File: config.mk
export PLATFORM = sky130hd
export DESIGN_NAME = mtc_top
export DESIGN_NICKNAME = d
export VERILOG_FILES = /design/src/pkg/mtc_pkg.sv /design/src/mtc_top.sv
export VERILOG_INCLUDE_DIRS = /design/src /design/src/pkg
export SDC_FILE = /design/constraint.sdc
export NUM_CORES = 1
export LEC_CHECK = 0
export BUFFER_PORTS_ARGS = -buffer_cell sky130_fd_sc_hd__buf_4
export CORE_ASPECT_RATIO = 0.75
export CORE_MARGIN = 3
export CORE_UTILIZATION = 45
export CTS_BUF_LIST = sky130_fd_sc_hd__clkbuf_2 sky130_fd_sc_hd__clkbuf_4 sky130_fd_sc_hd__clkbuf_8
export DETAILED_ROUTE_END_ITERATION = 8
export GPL_ROUTABILITY_DRIVEN = 0
export PLACE_DENSITY = 0.7
export SYNTH_ARGS = -nofsm -noshare
export SYNTH_HDL_FRONTEND = slang
export SYNTH_SLANG_ARGS = --single-unit
File: constraint.sdc
create_clock -name clk_i -period 6.8 [get_ports clk_i]
set_input_delay 1.02 -clock clk_i [delete_from_list [all_inputs] [get_ports clk_i]]
set_output_delay 1.02 -clock clk_i [all_outputs]
set_load 0.02 [all_outputs]
File: src/pkg/mtc_defs.svh
// register offsets, field positions, reset values and counts of the timer/counter
`ifndef MTC_DEFS_SVH
`define MTC_DEFS_SVH
`define MTC_ADDR_W 8
`define MTC_OFS_CTRL_A 8'h00
`define MTC_OFS_CTRL_B 8'h04
`define MTC_OFS_COMPARE 8'h08
`define MTC_OFS_GATE_SET 8'h0C
`define MTC_OFS_STATUS 8'h10
`define MTC_CA_RUN 1:0
`define MTC_CA_MODE 3:2
`define MTC_CA_CLKSEL 6:4
`define MTC_CA_CLEAR 7
`define MTC_CA_LOWSPEED 8
`define MTC_CA_DIVSTAGE 9
`define MTC_CB_EDGE 0
`define MTC_CB_GSRC 2:1
`define MTC_CB_GEDGE 3
`define MTC_CB_GCLK 5:4
`define MTC_CB_PDIS 6
`define MTC_ST_OVF 0
`define MTC_ST_GATE 1
`define MTC_GS_HIGH 7:4
`define MTC_GS_LOW 3:0
`define MTC_CNT_MSB 17
`define MTC_CMP_HI_LSB 11
`define MTC_CNT_MAX 18'h3FFFF
`define MTC_CNT_ZERO 18'h00000
`define MTC_CMP_RST 18'h3FFFF
`define MTC_GS_RST 8'h00
`define MTC_GCNT_LAST 4'hF
`define MTC_RUN_STOP 2'h0
`define MTC_HDIV_W 23
`define MTC_FDIV_W 15
`endif

File: src/pkg/mtc_pkg.sv
// types shared by the multimode timer/counter
package mtc_pkg;
  typedef enum logic [1:0] {
    MTC_TIMER = 2'b00,
    MTC_EVENT = 2'b01,
    MTC_PULSE = 2'b10,
    MTC_FREQ  = 2'b11
  } mtc_mode_e;
  typedef enum logic [2:0] {
    MTC_C23 = 3'b000,
    MTC_C13 = 3'b001,
    MTC_C11 = 3'b010,
    MTC_C7  = 3'b011,
    MTC_C3  = 3'b100,
    MTC_CFC = 3'b101,
    MTC_CFS = 3'b110,
    MTC_CEXT = 3'b111
  } mtc_clk_e;
  typedef enum logic [1:0] {
    MTC_G_PIN  = 2'b00,
    MTC_G_INT  = 2'b01,
    MTC_G_PART = 2'b10,
    MTC_G_RSV  = 2'b11
  } mtc_gsrc_e;
  typedef struct packed {
    logic [1:0] run;
    mtc_mode_e mode;
    mtc_clk_e clksel;
    logic low_speed;
    logic div_stage;
    logic edge_both;
    mtc_gsrc_e gsrc;
    logic gedge;
    logic [1:0] gclk;
    logic pdis;
    logic [17:0] cmp;
    logic [7:0] gset;
    logic [17:0] cnt;
    logic ovf;
    logic [22:0] hdiv;
    logic [14:0] fdiv;
    logic [3:0] s1;
    logic [3:0] s2;
    logic [3:0] s3;
    logic g_on;
    logic g_act;
    logic [3:0] g_cnt;
    logic [3:0] g_ta;
    logic [3:0] g_tb;
    logic gate_d;
    logic irq;
    logic pin;
    logic [31:0] rdata;
  } mtc_state_s;
endpackage

File: src/mtc_top.sv
// multimode 18-bit up counter: timer, event, pulse width and frequency measurement
`timescale 1ns/1ps
`include "mtc_defs.svh"

module mtc_top (
  input wire logic clk_i, // 10 MHz system clock
  input wire logic nrst_i, // asynchronous reset, active low
  input wire logic [7:0] addr_i, // register byte address
  input wire logic [31:0] wdata_i, // register write data
  input wire logic we_i, // write strobe
  input wire logic re_i, // read strobe
  output logic [31:0] rdata_o, // read data, cycle after read strobe
  input wire logic external_count_input_i, // count or window pin
  input wire logic external_gate_input_i, // external gate pin
  input wire logic partner_timer_output_i, // partner timer output
  input wire logic low_freq_clock_i, // low frequency clock pin
  output logic counter_one_irq_o, // interrupt pulse
  output logic partner_pin_o // partner output to its pin
);

  mtc_pkg::mtc_state_s r;
  mtc_pkg::mtc_state_s n;
  logic fs_edge;
  logic fs_src;
  logic itick;
  logic gtick;
  logic e;
  logic e_fall;
  logic e_rise;
  logic g;
  logic g_fall;
  logic g_rise;
  logic running;
  logic inc;
  logic hit;
  logic cmp_mode;
  logic clr;
  logic wr_a;
  logic stop_hi;
  logic [17:0] nxt;

  //////////////////////////////////////////////////////////////////////////////
  // next state
  always_comb
  begin
    n = r;
    // pins pass two flops, third flop gives the edge reference
    n.s1 = {low_freq_clock_i, partner_timer_output_i, external_gate_input_i,
            external_count_input_i};
    n.s2 = r.s1;
    n.s3 = r.s2;
    // free-running dividers of high and low clock
    n.hdiv = r.hdiv + 23'h000001;
    fs_edge = r.s2[3] & ~r.s3[3];
    if (fs_edge)
    begin
      n.fdiv = r.fdiv + 15'h0001;
    end
    fs_src = r.low_speed | r.div_stage;
    // internal count tick
    unique case (r.clksel)
      mtc_pkg::MTC_C23: itick = fs_src ? (fs_edge & (&r.fdiv[14:0])) : (&r.hdiv[22:0]);
      mtc_pkg::MTC_C13: itick = fs_src ? (fs_edge & (&r.fdiv[4:0])) : (&r.hdiv[12:0]);
      mtc_pkg::MTC_C11: itick = fs_src ? (fs_edge & (&r.fdiv[2:0])) : (&r.hdiv[10:0]);
      mtc_pkg::MTC_C7: itick = &r.hdiv[6:0];
      mtc_pkg::MTC_C3: itick = &r.hdiv[2:0];
      mtc_pkg::MTC_CFC: itick = 1'b1;
      mtc_pkg::MTC_CFS: itick = fs_edge;
      mtc_pkg::MTC_CEXT: itick = 1'b0;
    endcase
    // internal gate period tick, synchronous to the divider
    unique case (r.gclk)
      2'b00: gtick = fs_src ? (fs_edge & (&r.fdiv[3:0])) : (&r.hdiv[11:0]);
      2'b01: gtick = fs_src ? (fs_edge & (&r.fdiv[4:0])) : (&r.hdiv[12:0]);
      2'b10: gtick = fs_src ? (fs_edge & (&r.fdiv[5:0])) : (&r.hdiv[13:0]);
      2'b11: gtick = 1'b0;
    endcase
    e = r.s2[0];
    e_fall = r.s3[0] & ~r.s2[0];
    e_rise = ~r.s3[0] & r.s2[0];
    // window gate source
    unique case (r.gsrc)
      mtc_pkg::MTC_G_PIN: g = r.s2[1];
      mtc_pkg::MTC_G_INT: g = r.g_on;
      mtc_pkg::MTC_G_PART: g = r.s2[2];
      mtc_pkg::MTC_G_RSV: g = 1'b0;
    endcase
    n.gate_d = g;
    g_fall = r.gate_d & ~g;
    g_rise = ~r.gate_d & g;
    running = r.run != `MTC_RUN_STOP;
    wr_a = we_i & (addr_i == `MTC_OFS_CTRL_A);
    clr = wr_a & wdata_i[`MTC_CA_CLEAR];
    stop_hi = wr_a & (wdata_i[`MTC_CA_RUN] == `MTC_RUN_STOP) & running
              & (r.mode == mtc_pkg::MTC_PULSE) & e;
    // count and interrupt causes per mode
    inc = 1'b0;
    n.irq = 1'b0;
    cmp_mode = 1'b0;
    unique case (r.mode)
      mtc_pkg::MTC_TIMER:
      begin
        inc = running & itick;
        cmp_mode = 1'b1;
      end
      mtc_pkg::MTC_EVENT:
      begin
        inc = running & e_fall & (r.clksel == mtc_pkg::MTC_CEXT);
        cmp_mode = 1'b1;
      end
      mtc_pkg::MTC_PULSE:
      begin
        inc = running & itick & e;
        n.irq = running & (e_fall | (r.gedge & e_rise));
      end
      mtc_pkg::MTC_FREQ:
      begin
        // single edge counts falls of pin AND gate; a gate fall with pin high adds one
        if (r.edge_both)
        begin
          inc = g & (e_fall | e_rise) | g_fall;
        end
        else
        begin
          inc = (r.s3[0] & r.gate_d) & ~(e & g);
        end
        inc = inc & running & (r.clksel == mtc_pkg::MTC_CEXT);
        n.irq = running & (g_fall | (r.gedge & g_rise));
      end
    endcase
    n.irq = n.irq | stop_hi;
    // compare, with the low bits ignored for the high clock in low-speed mode
    nxt = r.cnt + 18'h00001;
    if (r.low_speed & (r.clksel == mtc_pkg::MTC_CFC))
    begin
      hit = cmp_mode & (nxt[`MTC_CNT_MSB:`MTC_CMP_HI_LSB]
                        == r.cmp[`MTC_CNT_MSB:`MTC_CMP_HI_LSB]);
    end
    else
    begin
      hit = cmp_mode & (nxt == r.cmp);
    end
    // counter, overflow; the clear command wins for the count, a wrap wins for the flag
    if (clr)
    begin
      n.ovf = 1'b0;
    end
    if (inc & hit)
    begin
      n.cnt = `MTC_CNT_ZERO;
      n.irq = 1'b1;
    end
    else if (inc)
    begin
      n.cnt = nxt;
      if (r.cnt == `MTC_CNT_MAX)
      begin
        n.ovf = 1'b1;
      end
    end
    if (clr)
    begin
      n.cnt = `MTC_CNT_ZERO;
    end
    // internal window gate generator
    if (!running)
    begin
      n.g_act = 1'b0;
      n.g_on = 1'b0;
    end
    else if (gtick)
    begin
      if (!r.g_act)
      begin
        n.g_act = 1'b1;
        n.g_on = 1'b1;
        n.g_ta = r.gset[`MTC_GS_HIGH];
        n.g_tb = r.gset[`MTC_GS_LOW];
        n.g_cnt = r.gset[`MTC_GS_HIGH];
      end
      else if (r.g_cnt == `MTC_GCNT_LAST)
      begin
        if (r.g_on)
        begin
          // setting latched at each low period start
          n.g_on = 1'b0;
          n.g_ta = r.gset[`MTC_GS_HIGH];
          n.g_tb = r.gset[`MTC_GS_LOW];
          n.g_cnt = r.gset[`MTC_GS_LOW];
        end
        else
        begin
          n.g_on = 1'b1;
          n.g_cnt = r.g_ta;
        end
      end
      else
      begin
        n.g_cnt = r.g_cnt + 4'h1;
      end
    end
    // partner output reaches its pin only when not disabled
    n.pin = r.s2[2] & ~r.pdis;
    // register writes
    if (wr_a)
    begin
      n.run = wdata_i[`MTC_CA_RUN];
      n.mode = mtc_pkg::mtc_mode_e'(wdata_i[`MTC_CA_MODE]);
      n.clksel = mtc_pkg::mtc_clk_e'(wdata_i[`MTC_CA_CLKSEL]);
      n.low_speed = wdata_i[`MTC_CA_LOWSPEED];
      n.div_stage = wdata_i[`MTC_CA_DIVSTAGE];
    end
    if (we_i & (addr_i == `MTC_OFS_CTRL_B))
    begin
      n.edge_both = wdata_i[`MTC_CB_EDGE];
      n.gsrc = mtc_pkg::mtc_gsrc_e'(wdata_i[`MTC_CB_GSRC]);
      n.gedge = wdata_i[`MTC_CB_GEDGE];
      n.gclk = wdata_i[`MTC_CB_GCLK];
      n.pdis = wdata_i[`MTC_CB_PDIS];
    end
    if (we_i & (addr_i == `MTC_OFS_COMPARE))
    begin
      n.cmp = wdata_i[`MTC_CNT_MSB:0];
    end
    if (we_i & (addr_i == `MTC_OFS_GATE_SET))
    begin
      n.gset = wdata_i[7:0];
    end
    // register reads, data stand one cycle after the strobe
    n.rdata = 32'h00000000;
    if (re_i)
    begin
      unique case (addr_i)
        `MTC_OFS_CTRL_A: n.rdata = {22'h000000, r.div_stage, r.low_speed, 1'b0,
                                    r.clksel, r.mode, r.run};
        `MTC_OFS_CTRL_B: n.rdata = {25'h0000000, r.pdis, r.gclk, r.gedge, r.gsrc,
                                    r.edge_both};
        `MTC_OFS_COMPARE: n.rdata = {14'h0000, r.cnt};
        `MTC_OFS_GATE_SET: n.rdata = {24'h000000, r.gset};
        `MTC_OFS_STATUS: n.rdata = {30'h00000000, g, r.ovf};
        default: n.rdata = 32'h00000000;
      endcase
    end
  end

  //////////////////////////////////////////////////////////////////////////////
  // state register
  always_ff @(posedge clk_i or negedge nrst_i)
  begin
    if (!nrst_i)
    begin
      r <= '0;
      r.cmp <= `MTC_CMP_RST;
      r.gset <= `MTC_GS_RST;
    end
    else
    begin
      r <= n;
    end
  end

  assign rdata_o = r.rdata;
  assign counter_one_irq_o = r.irq;
  assign partner_pin_o = r.pin;
endmodule // mtc_top

==> impl_results.md, run 1 <==
* Asr flop ratio synth at 100.0%
* Diode count at 0
* Max-Cap Viols at 0
* Global route overflow at 0
* Post-cts resize count at 0
* CP most frequent cell: nand3_1
* Syn-to-layout area delta at 10.15%
* Crit-path max FO at 12
* Commonest non-fill, non-tap cell in the layout: dfrtp_1
* # rows at 39
* Status: finished clean
* F_max at 0.2730 GHz
* WP data arrival at 4.00 ns
* EDFF count, synth at 0
* Sequential-to-total area share from yosys stat at 48.98%
* DP HPWL at 11170 um
* Synth Register Bits at 140
* Postcts setup bufs at 0
* Fin Clk Skew at 0.01120 ns
* Register-to-register setup slack at 3.14 ns
* Layout Nets at 750
* Worst slew pin tran at around 1.0 ns
* CP Capture Type: flip-flop
* Element type at the critical path start: flip-flop
* Largest net degree at the start of global routing at 77
* Final worst path period share at between 50% and 60%
* Die X at 152.0 um
* CTS tree: yes
* Net switching fraction of the power at 26.88%
* Hold Buf Count CTS at 0
* Die H at 115.5 um
* Initial antenna violation count at 0
* Clock power share at 37.3%
* Final worst setup slack at 3.138 ns
* Yosys warns at 0
* Netlist Area Pre-Place at 0.007198 sq mm
* Top_reg_cell synth: dfrtp_1
* H-tree level count at 4
* Worst Hold Class: reg2reg
* Most frequent cells in the layout: 122 x dfrtp_1, 61 x nand2_1, 53 x buf_4, 44 x mux2_2, 41 x xnor2_1
* Via count at approximately 5000
* Number of port buffers at 53
* Leak pwr at 0.003631 uW
* Peak supply drop at between 0.0001 and 0.00015 V
* Clock root buffer: clkbuf_8
* Final setup violation count at 0
* Slowest stage cell on the critical path: a211oi_2
* Syn avg cell area at 10.82 sq um
* Clk slew on worst S/H paths at 0.08 ns
* Slowest stage delay, CP at 0.84 ns
* DRC viols at 0
* Global-route usage over all layers at a little under a fifth
* Clock latency on the worst-skew pair at 0.46 ns
* Die footprint at 0.01757 sq mm
* Fin. Hold Viols at 0
* Final Max Tran Viols at 0
* WL/cell at 17.15 um
* Max_slew headroom at 30.15%
* DR pass1 iterations at 6
* First-pass GRT wire length at about 26000 um
* Final WL at 15610 um
* Placed Area at ~0.0076 sq mm
* Comb power frac at 8.6%
* Initial Utilization at 46.53%
* Initial drt markers at a little over 400
* Worst path cell trace: nand3_1, or4_1, xnor2_1, nor4_2, nand3_1, a211oi_2, nor2_2, a221o_1
* Share of post-route cells with drive strength above 1 at between 20% and 30%
* Vias in the first global route at between 4000 and 5000
* Crit path max-delay family: simple AND/OR/NAND/NOR gates
* Dpl ws at about 3 ns
* Final min period at 3.662 ns
* Critical Path RT at 7.14 ns
* Power, Total at 1693 uW
* Setup CP Type: reg2reg
* Core Box Area at 0.01547 sq mm
* Post-DR vias/cell at approximately 5.5
* Power per cell area at around 210 mW/mm^2
* RSZ-0062 raised after global routing: no
* Worst path bufs/invs at 0
* Setup TNS at 0 ns
* Cells after Synth at between 600 and 700
* Num CTS Buffers at 17
* Fillers at 1365
* IO Pins at 82
* Fin Hold WS at 0.3524 ns
* Fin area at 0.007929 sq mm
* Net Sw Power at 455.0 uW
* ANT nets after route at 0
* CTS Sinks at 140
* Internal power at ~1200 uW
* Post-synth cell types at 65
* Maximum clock insertion buffer count at 2
* Flop pwr share at between 50% and 60%
==> cell type report <==
type / instances / area [sq um] / share of cell area [%]
Clock buffer: 18 / 247.7 / 3.125
Clock inverter: 13 / 120.1 / 1.515
Tap cell: 205 / 256.5 / 3.235
Timing Repair Buffer: 54 / 409.1 / 5.160
Inverter: 15 / 56.30 / 0.7101
Sequential cell: 140 / 3526 / 44.47
Multi-Input combinational cell: 465 / 3313 / 41.79
==> registers in the layout (all words and copies together) (netlist names) <==
name / flops
n: 7
counter_one_irq_o: 1
rdata_o: 18
r: 112
e: 1
partner_pin_o: 1
==> path summary, 6_finish.rpt <==
check / cells past startpoint / to / start
max: 8 / r[110] / r[107]
max in group asynchronous: 2 / r[62] / nrst_i
min: 0 / n[50] / n[54]
min in group asynchronous: 1 / r[46] / nrst_i
min reg2reg: 0 / n[50] / n[54]
max reg2reg: 8 / r[110] / r[107]
==> power groups by stage <==
stage	combinational, uW	sequential, uW	clock, uW
3_3_place_gp	142	929	0
6_report	146	916	631
5_1_grt	166	921	692
2_1_floorplan	100	917	0
4_1_cts	149	914	652
3_5_place_dp	148	930	0
==> routing by layer <==
metal,wire (um),up-vias,track usage (%)
met5,0,-,0
met4,153,0,4.551
met3,1018,12,5.823
met2,7052,169,28.28
met1,7386,2473,25.91
li1,-,2355,-
==> logic make-up (layout without fill, tap and decap cells) <==
| logic type | count (synthesis) | count (layout) | share of synthesized area, % |
|---|---|---|---|
| mux | 60 | 60 | 10.33 |
| other cells | 1 | 14 | 0.05210 |
| compound gates | 73 | 73 | 7.162 |
| simple gates | 244 | 244 | 18.30 |
| buf+inv | 73 | 100 | 5.701 |
| flops | 140 | 140 | 48.98 |
| fa+ha+maj | 9 | 9 | 1.564 |
| xor+xnor | 65 | 65 | 7.909 |
==> synthesized netlist by cell type (all sizes together), types with 2 or more instances <==
cell,n,area (sq um)
a211oi,4,35.03
a21o,3,22.52
a21oi,18,93.84
a22o,4,35.03
a311oi,4,35.03
a31o,2,17.52
and2,22,137.6
and3,8,50.05
and4,5,43.79
buf,45,305.3
clkbuf,13,48.80
dfrtp,122,3053
dfstp,18,473.0
ha,9,112.6
inv,15,56.30
mux2,44,495.5
mux2i,9,90.09
mux4,7,157.7
nand2,61,229.0
nand2b,10,62.56
nand3,30,150.1
nand4,24,171.4
nor2,34,130.1
nor2b,10,62.56
nor3,16,80.08
nor3b,3,22.52
nor4,8,77.57
o21ai,17,85.08
o221ai,2,17.52
o22ai,2,12.51
o2bb2ai,2,36.29
o41ai,4,35.03
or2,2,12.51
or3,3,18.77
or4,4,30.03
xnor2,41,359.1
xor2,24,210.2
==> through the flow <==
step                      util, %  std cells
after floorplan                 -        678
after global placement      48.88        879
after detailed placement    48.88        879
after CTS                   51.26        910
after global routing        51.26        910
final                       51.26        910
Note: power is estimated with default switching activity, not from simulation.
==> run 2, diff against run 1 <==
--- a/config.mk
+++ b/config.mk
@@ -6,6 +6,7 @@
 export SDC_FILE = /design/constraint.sdc
 export NUM_CORES = 1
 export LEC_CHECK = 0
+export ABC_AREA = 1
 export BUFFER_PORTS_ARGS = -buffer_cell sky130_fd_sc_hd__buf_4
 export CORE_ASPECT_RATIO = 0.75
 export CORE_MARGIN = 3
@@ -13,7 +14,7 @@
 export CTS_BUF_LIST = sky130_fd_sc_hd__clkbuf_2 sky130_fd_sc_hd__clkbuf_4 sky130_fd_sc_hd__clkbuf_8
 export DETAILED_ROUTE_END_ITERATION = 8
 export GPL_ROUTABILITY_DRIVEN = 0
-export PLACE_DENSITY = 0.7
+export PLACE_DENSITY = 0.72
 export SYNTH_ARGS = -nofsm -noshare
 export SYNTH_HDL_FRONTEND = slang
 export SYNTH_SLANG_ARGS = --single-unit
==> constraint.sdc (replaced) <==
create_clock -name clk_i -period 3.11 [get_ports clk_i]
set_input_delay 0.4665 -clock clk_i [delete_from_list [all_inputs] [get_ports clk_i]]
set_output_delay 0.4665 -clock clk_i [all_outputs]
set_load 0.02 [all_outputs]
==> impl_results.md, run 2 <==
* Postcts setup bufs at 0
* Area leader, netlist: dfrtp_1
* Post-synth cell types at 44
* Final WL at 17730 um
* CTS tree: yes
* Worst Hold Class: in2reg
* Netlist Area Pre-Place at about 0.0074 sq mm
* EDFF count, synth at 0
* WP data arrival at around 2.9 ns
* Global-route usage over all layers at about a fifth
* Initial Utilization at 47.25%
* Post-DR vias/cell at 5.269
* Final setup violation count at 0
* Num CTS Buffers at 17
* Final worst path period share at 81.77%
* RSZ-0062 raised after global routing: no
* Hold Buf Count CTS at 1
* Global route overflow at 0
* Final min period at 2.543 ns
* Setup CP Type: reg2reg
* Cells after Synth at roughly 910
* CTS Sinks at between 100 and 150
* Peak supply drop at roughly 0.00028 V
* Yosys top cell area share at between 40% and 50%
* Status: finished clean
* Leak pwr at 0.003952 uW
* Via count at 6160
* Die X at about 150 um
* DRC viols at 0
* Layout Nets at 1008
* Top_reg_cell synth: dfrtp_1
* Top-count cell post-synth: nand2_1
* Top reg by flops: r
* Post-cts resize count at 0
* Hold Path Origin: low_freq_clock_i
* # rows at 39
* Top cells by count, synth: 218 x nand2_1, 122 x dfrtp_1, 106 x inv_1
* Most frequent cells in the layout: 218 x nand2_1, 122 x dfrtp_1, 106 x inv_1, 80 x nand3_1, 72 x nor2_1
* Vias in the first global route at 5693
* DP HPWL at around 13000 um
* Largest net degree at the start of global routing at 59
* Share of post-route cells with drive strength above 1 at 15.56%
* Synth Register Bits at 140
* Setup TNS at 0 ns
* R2r endpoint: r[102]
* Synth area leaders: dfrtp_1 41%, nand2_1 11%, dfstp_2 6.4%, nand3_1 5.4%, inv_1 5.4%
* Max-Cap Viols at 0
* Worst r2r src: r[100]
* Sequential-to-total area share from yosys stat at 47.64%
* WL/cell at 15.17 um
* Die H at 117.1 um
* Fin Clk Skew at 0.01157 ns
* Final Max Tran Viols at 0
* First-pass GRT wire length at between 20000 and 30000 um
* Asr flop ratio synth at 100.0%
* Syn-to-layout area delta at 11.39%
* Hold EP: n[56]
* Syn avg cell area at ~8.2 sq um
* Register-to-register setup slack at 0.57 ns
* Core Box Area at 0.01566 sq mm
* Element type at the critical path start: flip-flop
* CP Capture Type: flip-flop
* Yosys warns at 0
* IO Pins at around 80
* H-tree level count at 4
* Worst slew pin tran at approximately 0.7 ns
* Max_slew headroom at 53.18%
* Hold Path Cell Cnt at 1
* ANT nets after route at 0
* DR pass1 iterations at 8
* Clock root buffer: clkbuf_8
* Maximum clock insertion buffer count at 2
* Diode count at 0
* Fin. Hold Viols at 0
* F_max at 0.3932 GHz
* Critical Path RT at 3.44 ns
* Initial antenna violation count at 0
* Crit-path max FO at 12
* Number of port buffers at 53
* Commonest non-fill, non-tap cell in the layout: nand2_1
* Post-layout util at a little over half
* Max FFs per register at ~110
* Clk slew on worst S/H paths at roughly 0.080 ns
* Die footprint at 0.01804 sq mm
* Clock latency on the worst-skew pair at 0.46 ns
* Power per cell area at approximately 470 mW/mm^2
* Initial drt markers at 610
* Reg2reg path depth at 12
-- run 2: cell types whose count changed after synthesis, sizes merged, moves of 15 or more --
| cell | previous run | this run |
|---|---|---|
| a21oi | 18 | 33 |
| and2 | 22 | 3 |
| inv | 15 | 110 |
| mux2 | 44 | 2 |
| nand2 | 61 | 226 |
| nand3 | 30 | 80 |
| nor2 | 34 | 83 |
| o21ai | 17 | 77 |
| xnor2 | 41 | 15 |
-- run 2: how the worst max path moves through the flow --
| stage | from | endpoint | slack (ns) | cells past startpoint |
|---|---|---|---|---|
| 4_1_cts | r[61] | r[110] | 0.63 | 13 |
| 3_3_place_gp | addr_i[1] | r[110] | 0.65 | 10 |
| 2_1_floorplan | r[101] | r[103] | 1.17 | 15 |
| 3_5_place_dp | addr_i[1] | r[110] | 0.61 | 10 |
| 5_1_grt | r[100] | r[102] | 0.32 | 14 |
| 6_report | r[100] | r[102] | 0.57 | 12 |
-- run 2: power by group --
group | internal (uW) | total, uW | leakage [uW] | switching [uW]
clock | 779 | 1490 | 0.000191 | 708
sequential | 1910 | 1990 | 0.00183 | 88.3
combinational | 136 | 357 | 0.00193 | 221
total | 2820 | 3840 | 0.00395 | 1020
-- run 2: critical path: stages (launching register included) --
cell      delay [ns]
dfrtp_1         0.55
ha_1            0.25
nand2_2         0.13
nor2_4          0.31
nand4_1         0.22
nand3b_1        0.14
nand2_1         0.06
nor2_1          0.10
nand2_1         0.09
nor2_2          0.13
nand2_4         0.12
nand2_4         0.21
o21ai_0         0.11
-- run 2: cell type report --
type | count | area (sq um)
Clock buffer | 22 | 284.0
Clock inverter | 10 | 116.4
Fill cell | 1465 | 7420
Inverter | 110 | 412.9
Multi-Input combinational cell | 620 | 3164
Sequential cell | 140 | 3526
Tap cell | 205 | 256.5
Timing Repair Buffer | 62 | 484.2
-- run 2: cell families (layout without fill, tap and decap cells) --
family | count (synthesis) | in the layout | synth area share [%]
AO/OA/AOI/OAI | 130 | 130 | 10.35
flip-flops | 140 | 140 | 47.64
AND/OR/NAND/NOR | 433 | 433 | 25.90
XOR/XNOR | 32 | 32 | 3.973
other | 1 | 14 | 0.05067
buffers and inverters | 160 | 204 | 10.26
adder cells (fa/ha/maj) | 9 | 9 | 1.522
multiplexers | 2 | 2 | 0.3043
-- run 2: per-stage QoR --
stage	hold WS [ns]	setup slack [ns]	cells	total power, uW	cell area (sq um)
after floorplan	0.1709	1.172	920	2248	7450
after global placement	0.3361	0.6454	1136	2371	7834
after detailed placement	0.3364	0.6093	1136	2382	7834
after CTS	0.09081	0.6259	1169	3863	8244
after global routing	0.09330	0.3163	1169	4011	8244
final	0.1154	0.5670	1169	3838	8244
-- run 2: metal layers --
layer	part of all wire [%]	global-route usage [%]	up-vias
met4	1.6	7.118	0
met5	0	0	-
li1	-	-	2994
met1	48	32.35	2851
met3	11	5.329	29
met2	39	27.33	286
